$ cat config.mk
export PLATFORM = sky130hd
export DESIGN_NAME = drv_protect
export DESIGN_NICKNAME = d
export VERILOG_FILES = /design/src/rtl/drv_pkg.sv /design/src/rtl/drv_protect.sv
export SDC_FILE = /design/constraint.sdc
export NUM_CORES = 1
export LEC_CHECK = 0
export BUFFER_PORTS_ARGS = -buffer_cell sky130_fd_sc_hd__buf_4
export CORE_MARGIN = 2
export CORE_UTILIZATION = 36
export DETAILED_ROUTE_END_ITERATION = 8
export HOLD_SLACK_MARGIN = 0.03
export RECOVER_POWER = 50
export SLEW_MARGIN = 15
export SYNTH_ARGS = -nofsm -noshare
export SYNTH_HDL_FRONTEND = slang
export SYNTH_SLANG_ARGS = --single-unit
$ cat constraint.sdc
create_clock -name i_sys_clk -period 3.3 [get_ports i_sys_clk]
set_clock_uncertainty 0.05 [all_clocks]
set_input_delay 0.66 -clock i_sys_clk [delete_from_list [all_inputs] [get_ports i_sys_clk]]
set_output_delay 0.66 -clock i_sys_clk [all_outputs]
set_load 0.005 [all_outputs]
$ cat src/rtl/drv_pkg.sv
package drv_pkg;

    // ========================================================
    // sizes
    localparam int NOUT = 7;
    localparam int NHB = 3;
    localparam int NPWM = 4;
    localparam int NFLT = 19;

    // ========================================================
    // timing
    localparam int CLK_NS = 25;
    localparam int CLK_HZ = 40000000;
    localparam int T_FOC_NS = 10000;
    localparam int T_FOL_NS = 50000;
    localparam int T_SUP_NS = 20000;
    localparam int T_JTFT_NS = 32000;
    localparam int T_CP_NS = 64000;
    localparam int T_CMBLANK_NS = 32000;
    localparam int T_XC_NS = 10000;
    localparam int PWM_F_LO_HZ = 122;
    localparam int PWM_F_HI_HZ = 244;
    localparam int PWM_STEPS = 128;
    localparam logic [11:0] FOC_CYC = 12'((T_FOC_NS + CLK_NS - 1) / CLK_NS);
    localparam logic [11:0] FOL_CYC = 12'((T_FOL_NS + CLK_NS - 1) / CLK_NS);
    localparam logic [11:0] SUP_CYC = 12'((T_SUP_NS + CLK_NS - 1) / CLK_NS);
    localparam logic [11:0] JTFT_CYC = 12'((T_JTFT_NS + CLK_NS - 1) / CLK_NS);
    localparam logic [11:0] CP_CYC = 12'((T_CP_NS + CLK_NS - 1) / CLK_NS);
    localparam logic [11:0] CMBLANK_CYC = 12'((T_CMBLANK_NS + CLK_NS - 1) / CLK_NS);
    localparam logic [11:0] XC_CYC = 12'((T_XC_NS + CLK_NS - 1) / CLK_NS);
    localparam logic [11:0] STEP_LO_CYC = 12'(CLK_HZ / (PWM_F_LO_HZ * PWM_STEPS));
    localparam logic [11:0] STEP_HI_CYC = 12'(CLK_HZ / (PWM_F_HI_HZ * PWM_STEPS));

    // ========================================================
    // register offsets
    localparam logic [7:0] REG_CTRL = 8'h00;
    localparam logic [7:0] REG_BRIDGE = 8'h04;
    localparam logic [7:0] REG_DUTY = 8'h08;
    localparam logic [7:0] REG_STATUS = 8'h10;
    localparam logic [7:0] REG_SWRESET = 8'h14;
    localparam logic [7:0] REG_DRIVE = 8'h18;
    localparam logic [7:0] REG_STATUS_RC = 8'h1C;
    localparam logic [31:0] CTRL_RST = 32'h0000_0000;
    localparam logic [31:0] BRIDGE_RST = 32'h0000_0000;
    localparam logic [31:0] DUTY_RST = 32'h0000_0000;

    // ========================================================
    // field positions
    localparam int CTRL_ON_LSB = 0;
    localparam int CTRL_PWMEN_LSB = 7;
    localparam int CTRL_REC_LSB = 14;
    localparam int CTRL_INHIBIT_BIT = 21;
    localparam int CTRL_FSEL_BIT = 22;
    localparam int CTRL_CMSEL_LSB = 24;
    localparam int DUTY_STRIDE = 8;
    localparam int ST_OC_LSB = 0;
    localparam int ST_OL_LSB = 7;
    localparam int ST_OV = 14;
    localparam int ST_UV = 15;
    localparam int ST_TW = 16;
    localparam int ST_TSD = 17;
    localparam int ST_CP = 18;
    localparam int SWRST_BIT = 0;
    localparam logic [1:0] RESP_OKAY = 2'h0;
    localparam logic [1:0] RESP_SLVERR = 2'h2;

    // bit i of the packed form matches filter/status index i
    typedef struct packed {
        logic vcc_high;
        logic vcc_low;
        logic charge_pump_low_flag;
        logic tsd;
        logic tw;
        logic vs_uv;
        logic vs_ov;
        logic [6:0] ol;
        logic [6:0] oc;
    } drv_sense_t;

    typedef struct packed {
        logic cm_en;
        logic gate_rlow;
        logic gate_sink;
        logic cp_en;
        logic out_hiz;
        logic [2:0] ls_on;
        logic [6:0] hs_on;
    } drv_drive_t;

endpackage : drv_pkg

$ cat src/rtl/drv_protect.sv
// Notes on behaviour
// - each fault condition must persist for its filter time before its flag sets
// - open-load and warning flags never change any driver state
// - overcurrent stops its own driver; thermal shutdown stops all drivers
// - overvoltage: outputs high impedance, charge pump off, gates sinking
// - undervoltage: power outputs high impedance
// - supply back and inhibit clear: pump on, pump-low cleared, outputs restored
// - inhibit set: no automatic restart, software clears flags to restart
// - logic supply low: outputs off and status cleared; rise reinitialises
// - logic supply too high: reset with outputs off, registers cleared
// - warning flag sets after overtemperature lasts the filter time
// - shutdown flag sets after filter time, all stages off, gates resistive low
// - thermal flags latch; a read-and-clear command clears them
// - clearing restarts outputs; shutdown needs warning flag first, two filter times
// - open-load flag sets when active output current stays low for filter time
// - overcurrent lasting the filter time sets flag and stops that driver
// - four-bit select field picks output routed to current image
// - current image off while selected output off, on after blanking time
// - with pwm enabled output is control bit and pwm signal
// - one shared setting picks 122 Hz or 244 Hz pwm
// - four 7-bit duty counters, step 100/128 percent, max one step short
// - half bridge waits cross-current time before turning opposite switch on
// - pump-low flag latches until software reset command, logic supply reset, or supply back with inhibit clear
//
// The AXI4-Lite register port and the address map were left to the implementer.
`timescale 1ns/1ps
`default_nettype none
module drv_protect (
    input wire logic i_sys_clk,
    input wire logic i_rstn,
    input wire drv_pkg::drv_sense_t i_sense,
    output var drv_pkg::drv_drive_t o_drive,
    output logic [3:0] o_monitor_output_select,
    input wire logic [7:0] i_awaddr,
    input wire logic i_awvalid,
    output logic o_awready,
    input wire logic [31:0] i_wdata,
    input wire logic [3:0] i_wstrb,
    input wire logic i_wvalid,
    output logic o_wready,
    output logic [1:0] o_bresp,
    output logic o_bvalid,
    input wire logic i_bready,
    input wire logic [7:0] i_araddr,
    input wire logic i_arvalid,
    output logic o_arready,
    output logic [31:0] o_rdata,
    output logic [1:0] o_rresp,
    output logic o_rvalid,
    input wire logic i_rready
);

    // ========================================================
    // input synchronisers
    drv_pkg::drv_sense_t sync1_ff;
    drv_pkg::drv_sense_t sync2_ff;
    always_ff @(posedge i_sys_clk or negedge i_rstn) begin
        if (!i_rstn) begin
            sync1_ff <= '0;
            sync2_ff <= '0;
        end else begin
            sync1_ff <= i_sense;
            sync2_ff <= sync1_ff;
        end
    end

    // ========================================================
    // registers
    logic [31:0] ctrl_ff;
    logic [31:0] bridge_ff;
    logic [31:0] duty_ff;
    logic [drv_pkg::NFLT-1:0] flags_ff;
    logic [drv_pkg::NFLT-1:0] clr_mask_ff;
    logic swrst_ff;
    logic [7:0] awaddr_ff;
    logic [31:0] wdata_ff;
    logic [3:0] wstrb_ff;
    logic wr_go;
    logic rd_go;
    logic [31:0] rd_mux;
    logic map_ok;
    logic soft_clr;
    logic [6:0] hs_vec;
    logic [2:0] ls_vec;

    assign soft_clr = sync2_ff.vcc_low | sync2_ff.vcc_high | swrst_ff;

    function automatic logic [31:0] merge(input logic [31:0] old, input logic [31:0] d,
                                          input logic [3:0] s);
        logic [31:0] r;
        r = old;
        for (int k = 0; k < 4; k++) begin
            if (s[k]) begin
                r[k*8 +: 8] = d[k*8 +: 8];
            end
        end
        return r;
    endfunction : merge

    always_comb begin
        map_ok = 1'b1;
        rd_mux = 32'h0000_0000;
        case (i_araddr)
            drv_pkg::REG_CTRL: rd_mux = ctrl_ff;
            drv_pkg::REG_BRIDGE: rd_mux = bridge_ff;
            drv_pkg::REG_DUTY: rd_mux = duty_ff;
            drv_pkg::REG_STATUS: rd_mux = 32'(flags_ff);
            drv_pkg::REG_STATUS_RC: rd_mux = 32'(flags_ff);
            drv_pkg::REG_SWRESET: rd_mux = 32'h0000_0000;
            drv_pkg::REG_DRIVE: rd_mux = 32'(o_drive);
            default: map_ok = 1'b0;
        endcase
    end

    // ========================================================
    // axi4-lite slave
    assign wr_go = !o_awready && !o_wready && !o_bvalid;
    assign rd_go = i_arvalid && o_arready;

    always_ff @(posedge i_sys_clk or negedge i_rstn) begin
        if (!i_rstn) begin
            o_awready <= 1'b1;
            o_wready <= 1'b1;
            o_bvalid <= 1'b0;
            o_bresp <= drv_pkg::RESP_OKAY;
            awaddr_ff <= 8'h00;
            wdata_ff <= 32'h0000_0000;
            wstrb_ff <= 4'h0;
        end else begin
            if (i_awvalid && o_awready) begin
                o_awready <= 1'b0;
                awaddr_ff <= i_awaddr;
            end
            if (i_wvalid && o_wready) begin
                o_wready <= 1'b0;
                wdata_ff <= i_wdata;
                wstrb_ff <= i_wstrb;
            end
            if (wr_go) begin
                o_bvalid <= 1'b1;
                o_bresp <= (awaddr_ff == drv_pkg::REG_CTRL || awaddr_ff == drv_pkg::REG_BRIDGE
                    || awaddr_ff == drv_pkg::REG_DUTY || awaddr_ff == drv_pkg::REG_STATUS
                    || awaddr_ff == drv_pkg::REG_SWRESET) ? drv_pkg::RESP_OKAY
                    : drv_pkg::RESP_SLVERR;
            end
            if (o_bvalid && i_bready) begin
                o_bvalid <= 1'b0;
                o_awready <= 1'b1;
                o_wready <= 1'b1;
            end
        end
    end

    always_ff @(posedge i_sys_clk or negedge i_rstn) begin
        if (!i_rstn) begin
            o_arready <= 1'b1;
            o_rvalid <= 1'b0;
            o_rdata <= 32'h0000_0000;
            o_rresp <= drv_pkg::RESP_OKAY;
        end else begin
            if (rd_go) begin
                o_arready <= 1'b0;
                o_rvalid <= 1'b1;
                o_rdata <= rd_mux;
                o_rresp <= map_ok ? drv_pkg::RESP_OKAY : drv_pkg::RESP_SLVERR;
            end else if (o_rvalid && i_rready) begin
                o_rvalid <= 1'b0;
                o_arready <= 1'b1;
            end
        end
    end

    // control registers; software reset and supply resets clear them
    always_ff @(posedge i_sys_clk or negedge i_rstn) begin
        if (!i_rstn) begin
            ctrl_ff <= drv_pkg::CTRL_RST;
            bridge_ff <= drv_pkg::BRIDGE_RST;
            duty_ff <= drv_pkg::DUTY_RST;
            swrst_ff <= 1'b0;
        end else if (soft_clr) begin
            ctrl_ff <= drv_pkg::CTRL_RST;
            bridge_ff <= drv_pkg::BRIDGE_RST;
            duty_ff <= drv_pkg::DUTY_RST;
            swrst_ff <= 1'b0;
        end else begin
            swrst_ff <= wr_go && awaddr_ff == drv_pkg::REG_SWRESET && wstrb_ff[0]
                && wdata_ff[drv_pkg::SWRST_BIT];
            if (wr_go && awaddr_ff == drv_pkg::REG_CTRL) begin
                ctrl_ff <= merge(ctrl_ff, wdata_ff, wstrb_ff);
            end
            if (wr_go && awaddr_ff == drv_pkg::REG_BRIDGE) begin
                bridge_ff <= merge(bridge_ff, wdata_ff, wstrb_ff);
            end
            if (wr_go && awaddr_ff == drv_pkg::REG_DUTY) begin
                duty_ff <= merge(duty_ff, wdata_ff, wstrb_ff);
            end
        end
    end

    // clear requests: write-one-to-clear, or read of the read-and-clear alias
    logic [31:0] wr_bits;
    assign wr_bits = merge(32'h0000_0000, wdata_ff, wstrb_ff);

    always_ff @(posedge i_sys_clk or negedge i_rstn) begin
        if (!i_rstn) begin
            clr_mask_ff <= '0;
        end else begin
            clr_mask_ff <= '0;
            if (wr_go && awaddr_ff == drv_pkg::REG_STATUS) begin
                clr_mask_ff <= wr_bits[drv_pkg::NFLT-1:0];
            end
            if (rd_go && i_araddr == drv_pkg::REG_STATUS_RC) begin
                clr_mask_ff <= '1;
            end
            clr_mask_ff[drv_pkg::ST_CP] <= 1'b0;
        end
    end

    // ========================================================
    // fault filters
    logic [drv_pkg::NFLT-1:0] cond;
    logic [drv_pkg::NFLT-1:0] live;
    logic [drv_pkg::NFLT-1:0] hit;
    logic [11:0] flt_cnt_ff [drv_pkg::NFLT];

    function automatic logic [11:0] filt_tc(input int idx);
        if (idx < drv_pkg::ST_OL_LSB) return drv_pkg::FOC_CYC;
        else if (idx < drv_pkg::ST_OV) return drv_pkg::FOL_CYC;
        else if (idx < drv_pkg::ST_TW) return drv_pkg::SUP_CYC;
        else if (idx == drv_pkg::ST_CP) return drv_pkg::CP_CYC;
        else return drv_pkg::JTFT_CYC;
    endfunction : filt_tc

    always_comb begin
        cond = sync2_ff[drv_pkg::NFLT-1:0];
        cond[drv_pkg::ST_OL_LSB +: 7] = sync2_ff.ol & (hs_vec | {4'h0, ls_vec});
        cond[drv_pkg::ST_TSD] = sync2_ff.tsd && flags_ff[drv_pkg::ST_TW];
    end

    for (genvar g = 0; g < drv_pkg::NFLT; g++) begin : g_filt
        always_ff @(posedge i_sys_clk or negedge i_rstn) begin
            if (!i_rstn) begin
                flt_cnt_ff[g] <= 12'h000;
            end else if (!cond[g] || soft_clr) begin
                flt_cnt_ff[g] <= 12'h000;
            end else if (clr_mask_ff[g] && (g == drv_pkg::ST_TW || g == drv_pkg::ST_TSD)) begin
                // thermal flags refilter after a clear while still hot
                flt_cnt_ff[g] <= 12'h000;
            end else if (flt_cnt_ff[g] != filt_tc(g)) begin
                flt_cnt_ff[g] <= flt_cnt_ff[g] + 12'h001;
            end
        end
        assign live[g] = flt_cnt_ff[g] == filt_tc(g);
        assign hit[g] = cond[g] && flt_cnt_ff[g] == filt_tc(g) - 12'h001;
    end

    // ========================================================
    // latched flags; a set in the clear cycle wins
    logic sup_bad;
    logic sup_bad_d_ff;
    logic inhibit;
    logic recover;
    logic [drv_pkg::NFLT-1:0] set_v;
    assign sup_bad = live[drv_pkg::ST_OV] || live[drv_pkg::ST_UV];
    assign inhibit = ctrl_ff[drv_pkg::CTRL_INHIBIT_BIT];
    assign recover = sup_bad_d_ff && !sup_bad && !inhibit;

    always_comb begin
        set_v = hit;
    end

    always_ff @(posedge i_sys_clk or negedge i_rstn) begin
        if (!i_rstn) begin
            flags_ff <= '0;
            sup_bad_d_ff <= 1'b0;
        end else if (soft_clr) begin
            flags_ff <= '0;
            sup_bad_d_ff <= 1'b0;
        end else begin
            sup_bad_d_ff <= sup_bad;
            flags_ff <= (flags_ff & ~clr_mask_ff) | set_v;
            if (recover && !set_v[drv_pkg::ST_CP]) begin
                flags_ff[drv_pkg::ST_CP] <= 1'b0;
            end
        end
    end

    // ========================================================
    // pwm generator
    logic [11:0] presc_ff;
    logic [6:0] pwm_cnt_ff;
    logic [11:0] step_cyc;
    logic [drv_pkg::NPWM-1:0] pwm_sig;
    assign step_cyc = ctrl_ff[drv_pkg::CTRL_FSEL_BIT] ? drv_pkg::STEP_HI_CYC
        : drv_pkg::STEP_LO_CYC;

    always_ff @(posedge i_sys_clk or negedge i_rstn) begin
        if (!i_rstn) begin
            presc_ff <= 12'h000;
            pwm_cnt_ff <= 7'h00;
        end else if (presc_ff >= step_cyc - 12'h001) begin
            presc_ff <= 12'h000;
            pwm_cnt_ff <= pwm_cnt_ff + 7'h01;
        end else begin
            presc_ff <= presc_ff + 12'h001;
        end
    end

    for (genvar p = 0; p < drv_pkg::NPWM; p++) begin : g_pwm
        assign pwm_sig[p] = pwm_cnt_ff < duty_ff[p*drv_pkg::DUTY_STRIDE +: 7];
    end

    // ========================================================
    // driver enables
    logic all_off;
    logic [6:0] oc_kill;
    logic [6:0] want_hs;
    logic [2:0] want_ls;
    logic [6:0] on_bits;
    logic [6:0] pwm_en;
    logic [6:0] rec_bits;
    assign on_bits = ctrl_ff[drv_pkg::CTRL_ON_LSB +: 7];
    assign pwm_en = ctrl_ff[drv_pkg::CTRL_PWMEN_LSB +: 7];
    assign rec_bits = ctrl_ff[drv_pkg::CTRL_REC_LSB +: 7];
    // open-load and warning flags deliberately absent here
    assign all_off = flags_ff[drv_pkg::ST_TSD] || flags_ff[drv_pkg::ST_CP] || sup_bad
        || (inhibit && (flags_ff[drv_pkg::ST_OV] || flags_ff[drv_pkg::ST_UV]))
        || soft_clr;
    assign oc_kill = (flags_ff[6:0] & ~rec_bits) | live[6:0];

    for (genvar i = 0; i < drv_pkg::NOUT; i++) begin : g_want
        assign want_hs[i] = on_bits[i] && (!pwm_en[i] || pwm_sig[i % drv_pkg::NPWM])
            && !oc_kill[i] && !all_off;
    end
    for (genvar b = 0; b < drv_pkg::NHB; b++) begin : g_wantl
        assign want_ls[b] = bridge_ff[b] && !on_bits[b] && !oc_kill[b] && !all_off;
    end

    // ========================================================
    // half bridges with cross-current delay
    logic hb_hs_ff [drv_pkg::NHB];
    logic hb_ls_ff [drv_pkg::NHB];
    logic [11:0] dead_ff [drv_pkg::NHB];
    logic [3:0] hs_hi_ff;

    for (genvar b = 0; b < drv_pkg::NHB; b++) begin : g_hb
        always_ff @(posedge i_sys_clk or negedge i_rstn) begin
            if (!i_rstn) begin
                hb_hs_ff[b] <= 1'b0;
                hb_ls_ff[b] <= 1'b0;
                dead_ff[b] <= 12'h000;
            end else begin
                hb_hs_ff[b] <= want_hs[b] && (hb_hs_ff[b]
                    || (!hb_ls_ff[b] && dead_ff[b] == 12'h000));
                hb_ls_ff[b] <= want_ls[b] && (hb_ls_ff[b]
                    || (!hb_hs_ff[b] && dead_ff[b] == 12'h000));
                if ((hb_hs_ff[b] && !want_hs[b]) || (hb_ls_ff[b] && !want_ls[b])) begin
                    dead_ff[b] <= drv_pkg::XC_CYC;
                end else if (dead_ff[b] != 12'h000) begin
                    dead_ff[b] <= dead_ff[b] - 12'h001;
                end
            end
        end
        assign ls_vec[b] = hb_ls_ff[b];
    end

    always_ff @(posedge i_sys_clk or negedge i_rstn) begin
        if (!i_rstn) begin
            hs_hi_ff <= 4'h0;
        end else begin
            hs_hi_ff <= want_hs[6:3];
        end
    end

    assign hs_vec = {hs_hi_ff, hb_hs_ff[2], hb_hs_ff[1], hb_hs_ff[0]};

    // ========================================================
    // supply, charge pump, gate modes, current image
    logic cp_en_ff;
    logic sink_ff;
    logic rlow_ff;
    logic hiz_ff;
    logic cm_en_ff;
    logic [3:0] monitor_output_select_d_ff;
    logic [11:0] blank_ff;
    logic [3:0] monitor_output_select;
    logic cm_src_on;
    assign monitor_output_select = ctrl_ff[drv_pkg::CTRL_CMSEL_LSB +: 4];
    assign cm_src_on = (monitor_output_select < 4'h7) && hs_vec[monitor_output_select[2:0]];

    always_ff @(posedge i_sys_clk or negedge i_rstn) begin
        if (!i_rstn) begin
            cp_en_ff <= 1'b0;
            sink_ff <= 1'b0;
            rlow_ff <= 1'b0;
            hiz_ff <= 1'b1;
        end else begin
            cp_en_ff <= !live[drv_pkg::ST_OV] && !flags_ff[drv_pkg::ST_TSD]
                && !(inhibit && flags_ff[drv_pkg::ST_OV]) && !soft_clr;
            sink_ff <= live[drv_pkg::ST_OV];
            rlow_ff <= flags_ff[drv_pkg::ST_TSD] || flags_ff[drv_pkg::ST_CP];
            hiz_ff <= all_off;
        end
    end

    always_ff @(posedge i_sys_clk or negedge i_rstn) begin
        if (!i_rstn) begin
            monitor_output_select_d_ff <= 4'h0;
            blank_ff <= 12'h000;
            cm_en_ff <= 1'b0;
        end else begin
            monitor_output_select_d_ff <= monitor_output_select;
            if (!cm_src_on || monitor_output_select != monitor_output_select_d_ff) begin
                blank_ff <= 12'h000;
                cm_en_ff <= 1'b0;
            end else if (blank_ff == drv_pkg::CMBLANK_CYC) begin
                cm_en_ff <= 1'b1;
            end else begin
                blank_ff <= blank_ff + 12'h001;
            end
        end
    end

    assign o_monitor_output_select = monitor_output_select_d_ff;
    assign o_drive = '{cm_en: cm_en_ff, gate_rlow: rlow_ff, gate_sink: sink_ff,
        cp_en: cp_en_ff, out_hiz: hiz_ff, ls_on: ls_vec, hs_on: hs_vec};

    // ========================================================
    // checks
    tsd_all_off_a: assert property (@(posedge i_sys_clk) disable iff (!i_rstn)
        flags_ff[drv_pkg::ST_TSD] |=> (o_drive.hs_on == 7'h00 && o_drive.ls_on == 3'h0
        && o_drive.gate_rlow)) else $error("drivers on under thermal shutdown");
    ov_protect_a: assert property (@(posedge i_sys_clk) disable iff (!i_rstn)
        live[drv_pkg::ST_OV] |=> (o_drive.out_hiz && o_drive.gate_sink && !o_drive.cp_en))
        else $error("overvoltage not protected");
    uv_hiz_a: assert property (@(posedge i_sys_clk) disable iff (!i_rstn)
        live[drv_pkg::ST_UV] |=> (o_drive.out_hiz && o_drive.hs_on == 7'h00))
        else $error("undervoltage outputs active");
    oc_driver_off_a: assert property (@(posedge i_sys_clk) disable iff (!i_rstn)
        ##1 (o_drive.hs_on & $past(flags_ff[6:0] & ~rec_bits)) == 7'h00)
        else $error("driver on with latched overcurrent");
    filter_hold_a: assert property (@(posedge i_sys_clk) disable iff (!i_rstn)
        $rose(flags_ff[drv_pkg::ST_TW]) |-> $past(flt_cnt_ff[drv_pkg::ST_TW])
        == drv_pkg::JTFT_CYC - 12'h001) else $error("warning set before filter time");
    dead_time_a: assert property (@(posedge i_sys_clk) disable iff (!i_rstn)
        $fell(hb_ls_ff[0]) |-> !hb_hs_ff[0] [*8]) else $error("cross-current delay broken");
    cm_hiz_a: assert property (@(posedge i_sys_clk) disable iff (!i_rstn)
        !cm_src_on |=> !o_drive.cm_en) else $error("current image on while output off");
    cp_latch_a: assert property (@(posedge i_sys_clk) disable iff (!i_rstn)
        (flags_ff[drv_pkg::ST_CP] && !soft_clr && !recover) |=> flags_ff[drv_pkg::ST_CP])
        else $error("pump-low flag lost");
    por_clear_a: assert property (@(posedge i_sys_clk) disable iff (!i_rstn)
        sync2_ff.vcc_low |=> (flags_ff == '0 && o_drive.out_hiz))
        else $error("logic supply low not cleared");

endmodule : drv_protect
`default_nettype wire

==> flow_metrics.tcl <==
set metrics [dict create \
    synth_area_sq_um 26590 \
    clk_pin_slew_worst_paths_ns 0.06 \
    slew_headroom_pct -41.05 \
    crit_required_ns 3.72 \
    die_x_um 275.8 \
    worst-path-buf-inv 1 \
    fin_ws_ns 0.4704 \
    grt_pass1_vias 19228 \
    drv_cap 1 \
    powerDensity_nw_per_um2 571.9 \
    hold_ws_ns 0.1213 \
    synth_compound_area_share_pct 7.584 \
    final.period_utilization_pct 85.74 \
    routabilityCongestion 0.8038 \
    switching_share_pct 27.08 \
    numPortBuffers 137 \
    hold_path.class "input pin to flop" \
    synth-xor-area-share_pct 7.476 \
    p_int_w 0.01296 \
    tns_ns 0 \
    die-area_sq_um 76060 \
    dr.first_iter.drc_count 1769 \
    drive_above_1_share_pct 13.20 \
    synth_edf_count 0 \
    tritoncts "yes" \
    critical_path.max_stage_delay_ns 0.62 \
    postCtsSetupBuffers 0 \
    critPathSlowestCell "or4_1" \
    h-tree-depth 3 \
    clock_latency_ns 0.61 \
    synth_fa_ha_area_share_pct 3.764 \
    dr.pass1.iters 8 \
    hold_viol 0 \
    path_max_fanout 16 \
    ys_warn_count 0 \
    crit_family "simple AND/OR/NAND/NOR gates" \
    grt_pass1_wl_mm 107.8 \
    yosys.area_share.simple_pct 21.13 \
    setup_viol 0 \
    p_sw_w 0.004814 \
    combPwrFrac_pct 10.1 \
    p_seq_share_pct 48.6 \
    slew_viol_final 59 \
    die_height_um 275.8 \
    vias 19399 \
    cts-resized-gates 0 \
    clockPowerShare_pct 41.3 \
    mostFrequentLayoutCells "dfrtp_1 (570), nor2_1 (374), nand2_1 (265), nand3_1 (229), buf_4 (150)" \
    synth_top_cell_by_area "dfrtp_1" \
    synthTopCellsByArea "dfrtp_1 (54%), nor2_1 (5.3%), nand3_1 (4.3%)" \
    numClockSinks 574 \
    async_reset_ff_share_pct 100.0 \
    diodes 0 \
    grt_antenna_before_repair 2 \
    antenna_left 0 \
    gr-total-overflow 0 \
    area_growth_pct 16.88 \
    crit_type "flop to flop" \
    crit_chain "or4_1 -> nor4_1 -> buf_4 -> and3b_1 -> nand2_1 -> nand3_1 -> o21ai_1" \
    cts_root_buf "clkbuf_16" \
    syn_area_per_cell_sq_um 10.00 \
    yosysTopAreaCellShare_pct 53.64 \
    ioPinCount 140 \
    wirelength_mm 66.88 \
    violations "DRC, capacitance limit, slew limit" \
    rsz0062_at_grt "false" \
    routedWlPerCell_um 17.49 \
    synth.ff_latch_count 574 \
    clock_path_buffers 3 \
    grtUsageTotal_pct 17.95 \
    status "finished, violations left" \
    placementRows 99 \
    via_per_inst 5.074 \
    crit_arrival_ns 3.25 \
    initial_core_util_pct 36.39 \
    endpoint_kind "flop" \
    tightest_slew_ns 2.116 \
    peakVddDrop_mv 0.4428 \
    fin_nets 2979 \
    grt_max_degree 66 \
    synth_top_family_by_area "simple AND/OR/NAND/NOR gates" \
    timing.fmax_mhz 353.4 \
    numCtsBuffers 67 \
    final.min_clock_period_ns 2.830 \
    synth_seq_area_share_pct 54.03 \
    synthFlopType "dfrtp_1" \
    leakage_nw 13.12 \
    coreArea_sq_um 73080 \
    dpl.hpwl_mm 47.04 \
    synthMuxAreaShare_pct 2.776 \
    synth.distinct_cells 74 \
    drc 3 \
    pre_cts_slack_ns 0.4507 \
    startpoint_type "flop" \
    synthCells 2659 \
    layout_commonest_cell "dfrtp_1" \
]
final timing paths:
| path | from | end | slack, ns | cells after the start |
|---|---|---|---|---|
| setup / recovery | awaddr_ff[6] | bridge_ff[14] | 0.47 | 7 |
| hold / removal | i_sense[0] | sync1_ff[0] | 0.12 | 1 |
| setup reg to reg | awaddr_ff[6] | bridge_ff[14] | 0.47 | 7 |
| hold reg to reg | sync1_ff[16] | cond[16] | 0.29 | 0 |
| max in group asynchronous | i_rstn | flt_cnt_ff[4] | 0.57 | 3 |
| min in group asynchronous | i_rstn | flt_cnt_ff[118] | 1.17 | 2 |
state kept, by name, summed over array words and instances (netlist names), 8 cells and up:
signal / cells
blank_ff: 12
duty_ff: 32
awaddr_ff: 8
dead_ff: 36
sync1_ff: 21
presc_ff: 12
flags_ff: 19
flt_cnt_ff: 228
cond: 11
clr_mask_ff: 18
wdata_ff: 32
ctrl_ff: 32
sync2_ff: 10
o_rdata: 32
bridge_ff: 32
layer usage:
metal	GRT usage [%]	wire length, um	share of wire, %	up-vias
li1	-	-	-	9432
met1	24.88	31060	46	9418
met2	27.69	29630	44	419
met3	4.167	4024	6.0	124
met4	6.041	2120	3.2	6
met5	0	47	0.070	-
stage by stage:
stage | cell area [sq um] | utilization [%] | std cells | power (W)
floorplan | 26600 | - | 2660 | 0.009463
global placement | 28980 | 39.65 | 3708 | 0.01054
detailed placement | 28980 | 39.65 | 3708 | 0.01059
CTS | 31130 | 42.60 | 3823 | 0.01801
global route | 31080 | 42.53 | 3823 | 0.01858
finish | 31080 | 42.53 | 3823 | 0.01778
cell usage after synthesis, types with 3 or more instances:
library cell,n
a211oi_1,11
a21o_1,9
a21oi_1,98
a222oi_1,19
a22o_1,17
a22oi_1,28
a31oi_1,19
and2_1,6
and3_1,38
and4_1,4
buf_1,7
buf_2,7
buf_4,8
clkbuf_1,77
dfrtp_1,570
dfstp_2,4
ha_1,80
inv_1,113
mux2_2,54
mux2i_1,13
nand2_1,265
nand2_2,3
nand2b_1,32
nand3_1,229
nand3b_1,11
nand4_1,46
nand4b_1,5
nor2_1,374
nor2b_1,13
nor3_1,54
nor3b_1,9
nor4_1,24
nor4b_1,6
o21ai_0,36
o21ai_1,55
o31ai_1,4
or2_2,6
or3_1,21
or3b_2,3
or4_1,12
xnor2_1,114
xor2_1,113
what timing repair did:
action,4_1_cts,5_1_grt
hold endpoints to repair,49,0
setup endpoints to repair,0,0
hold buffers,1,0
power by group through the flow:
stage | Clock, W | Sequential [W] | Combinational [W]
6_report | 0.00734 | 0.00864 | 0.00180
5_1_grt | 0.00781 | 0.00872 | 0.00205
4_1_cts | 0.00754 | 0.00863 | 0.00184
3_5_place_dp | 0 | 0.00875 | 0.00183
3_3_place_gp | 0 | 0.00875 | 0.00179
2_1_floorplan | 0 | 0.00825 | 0.00121
cell families after synthesis:
kind of cell             count (synthesis)
buffers and inverters                  214
flip-flops                             574
AO/OA/AOI/OAI                          318
AND/OR/NAND/NOR                       1178
other                                    1
multiplexers                            67
XOR/XNOR                               227
adder cells (fa/ha/maj)                 80
area by class of cell:
cell class	instances	area [sq um]
clock inverter	26	296.5
fill	7185	42000
sequential	574	14370
clock buffer	88	1848
tap	959	1200
timing repair buffer	191	1524
multi-input combinational	1872	11420
inverter	113	424.2
Note: power is estimated with default switching activity, not from simulation.
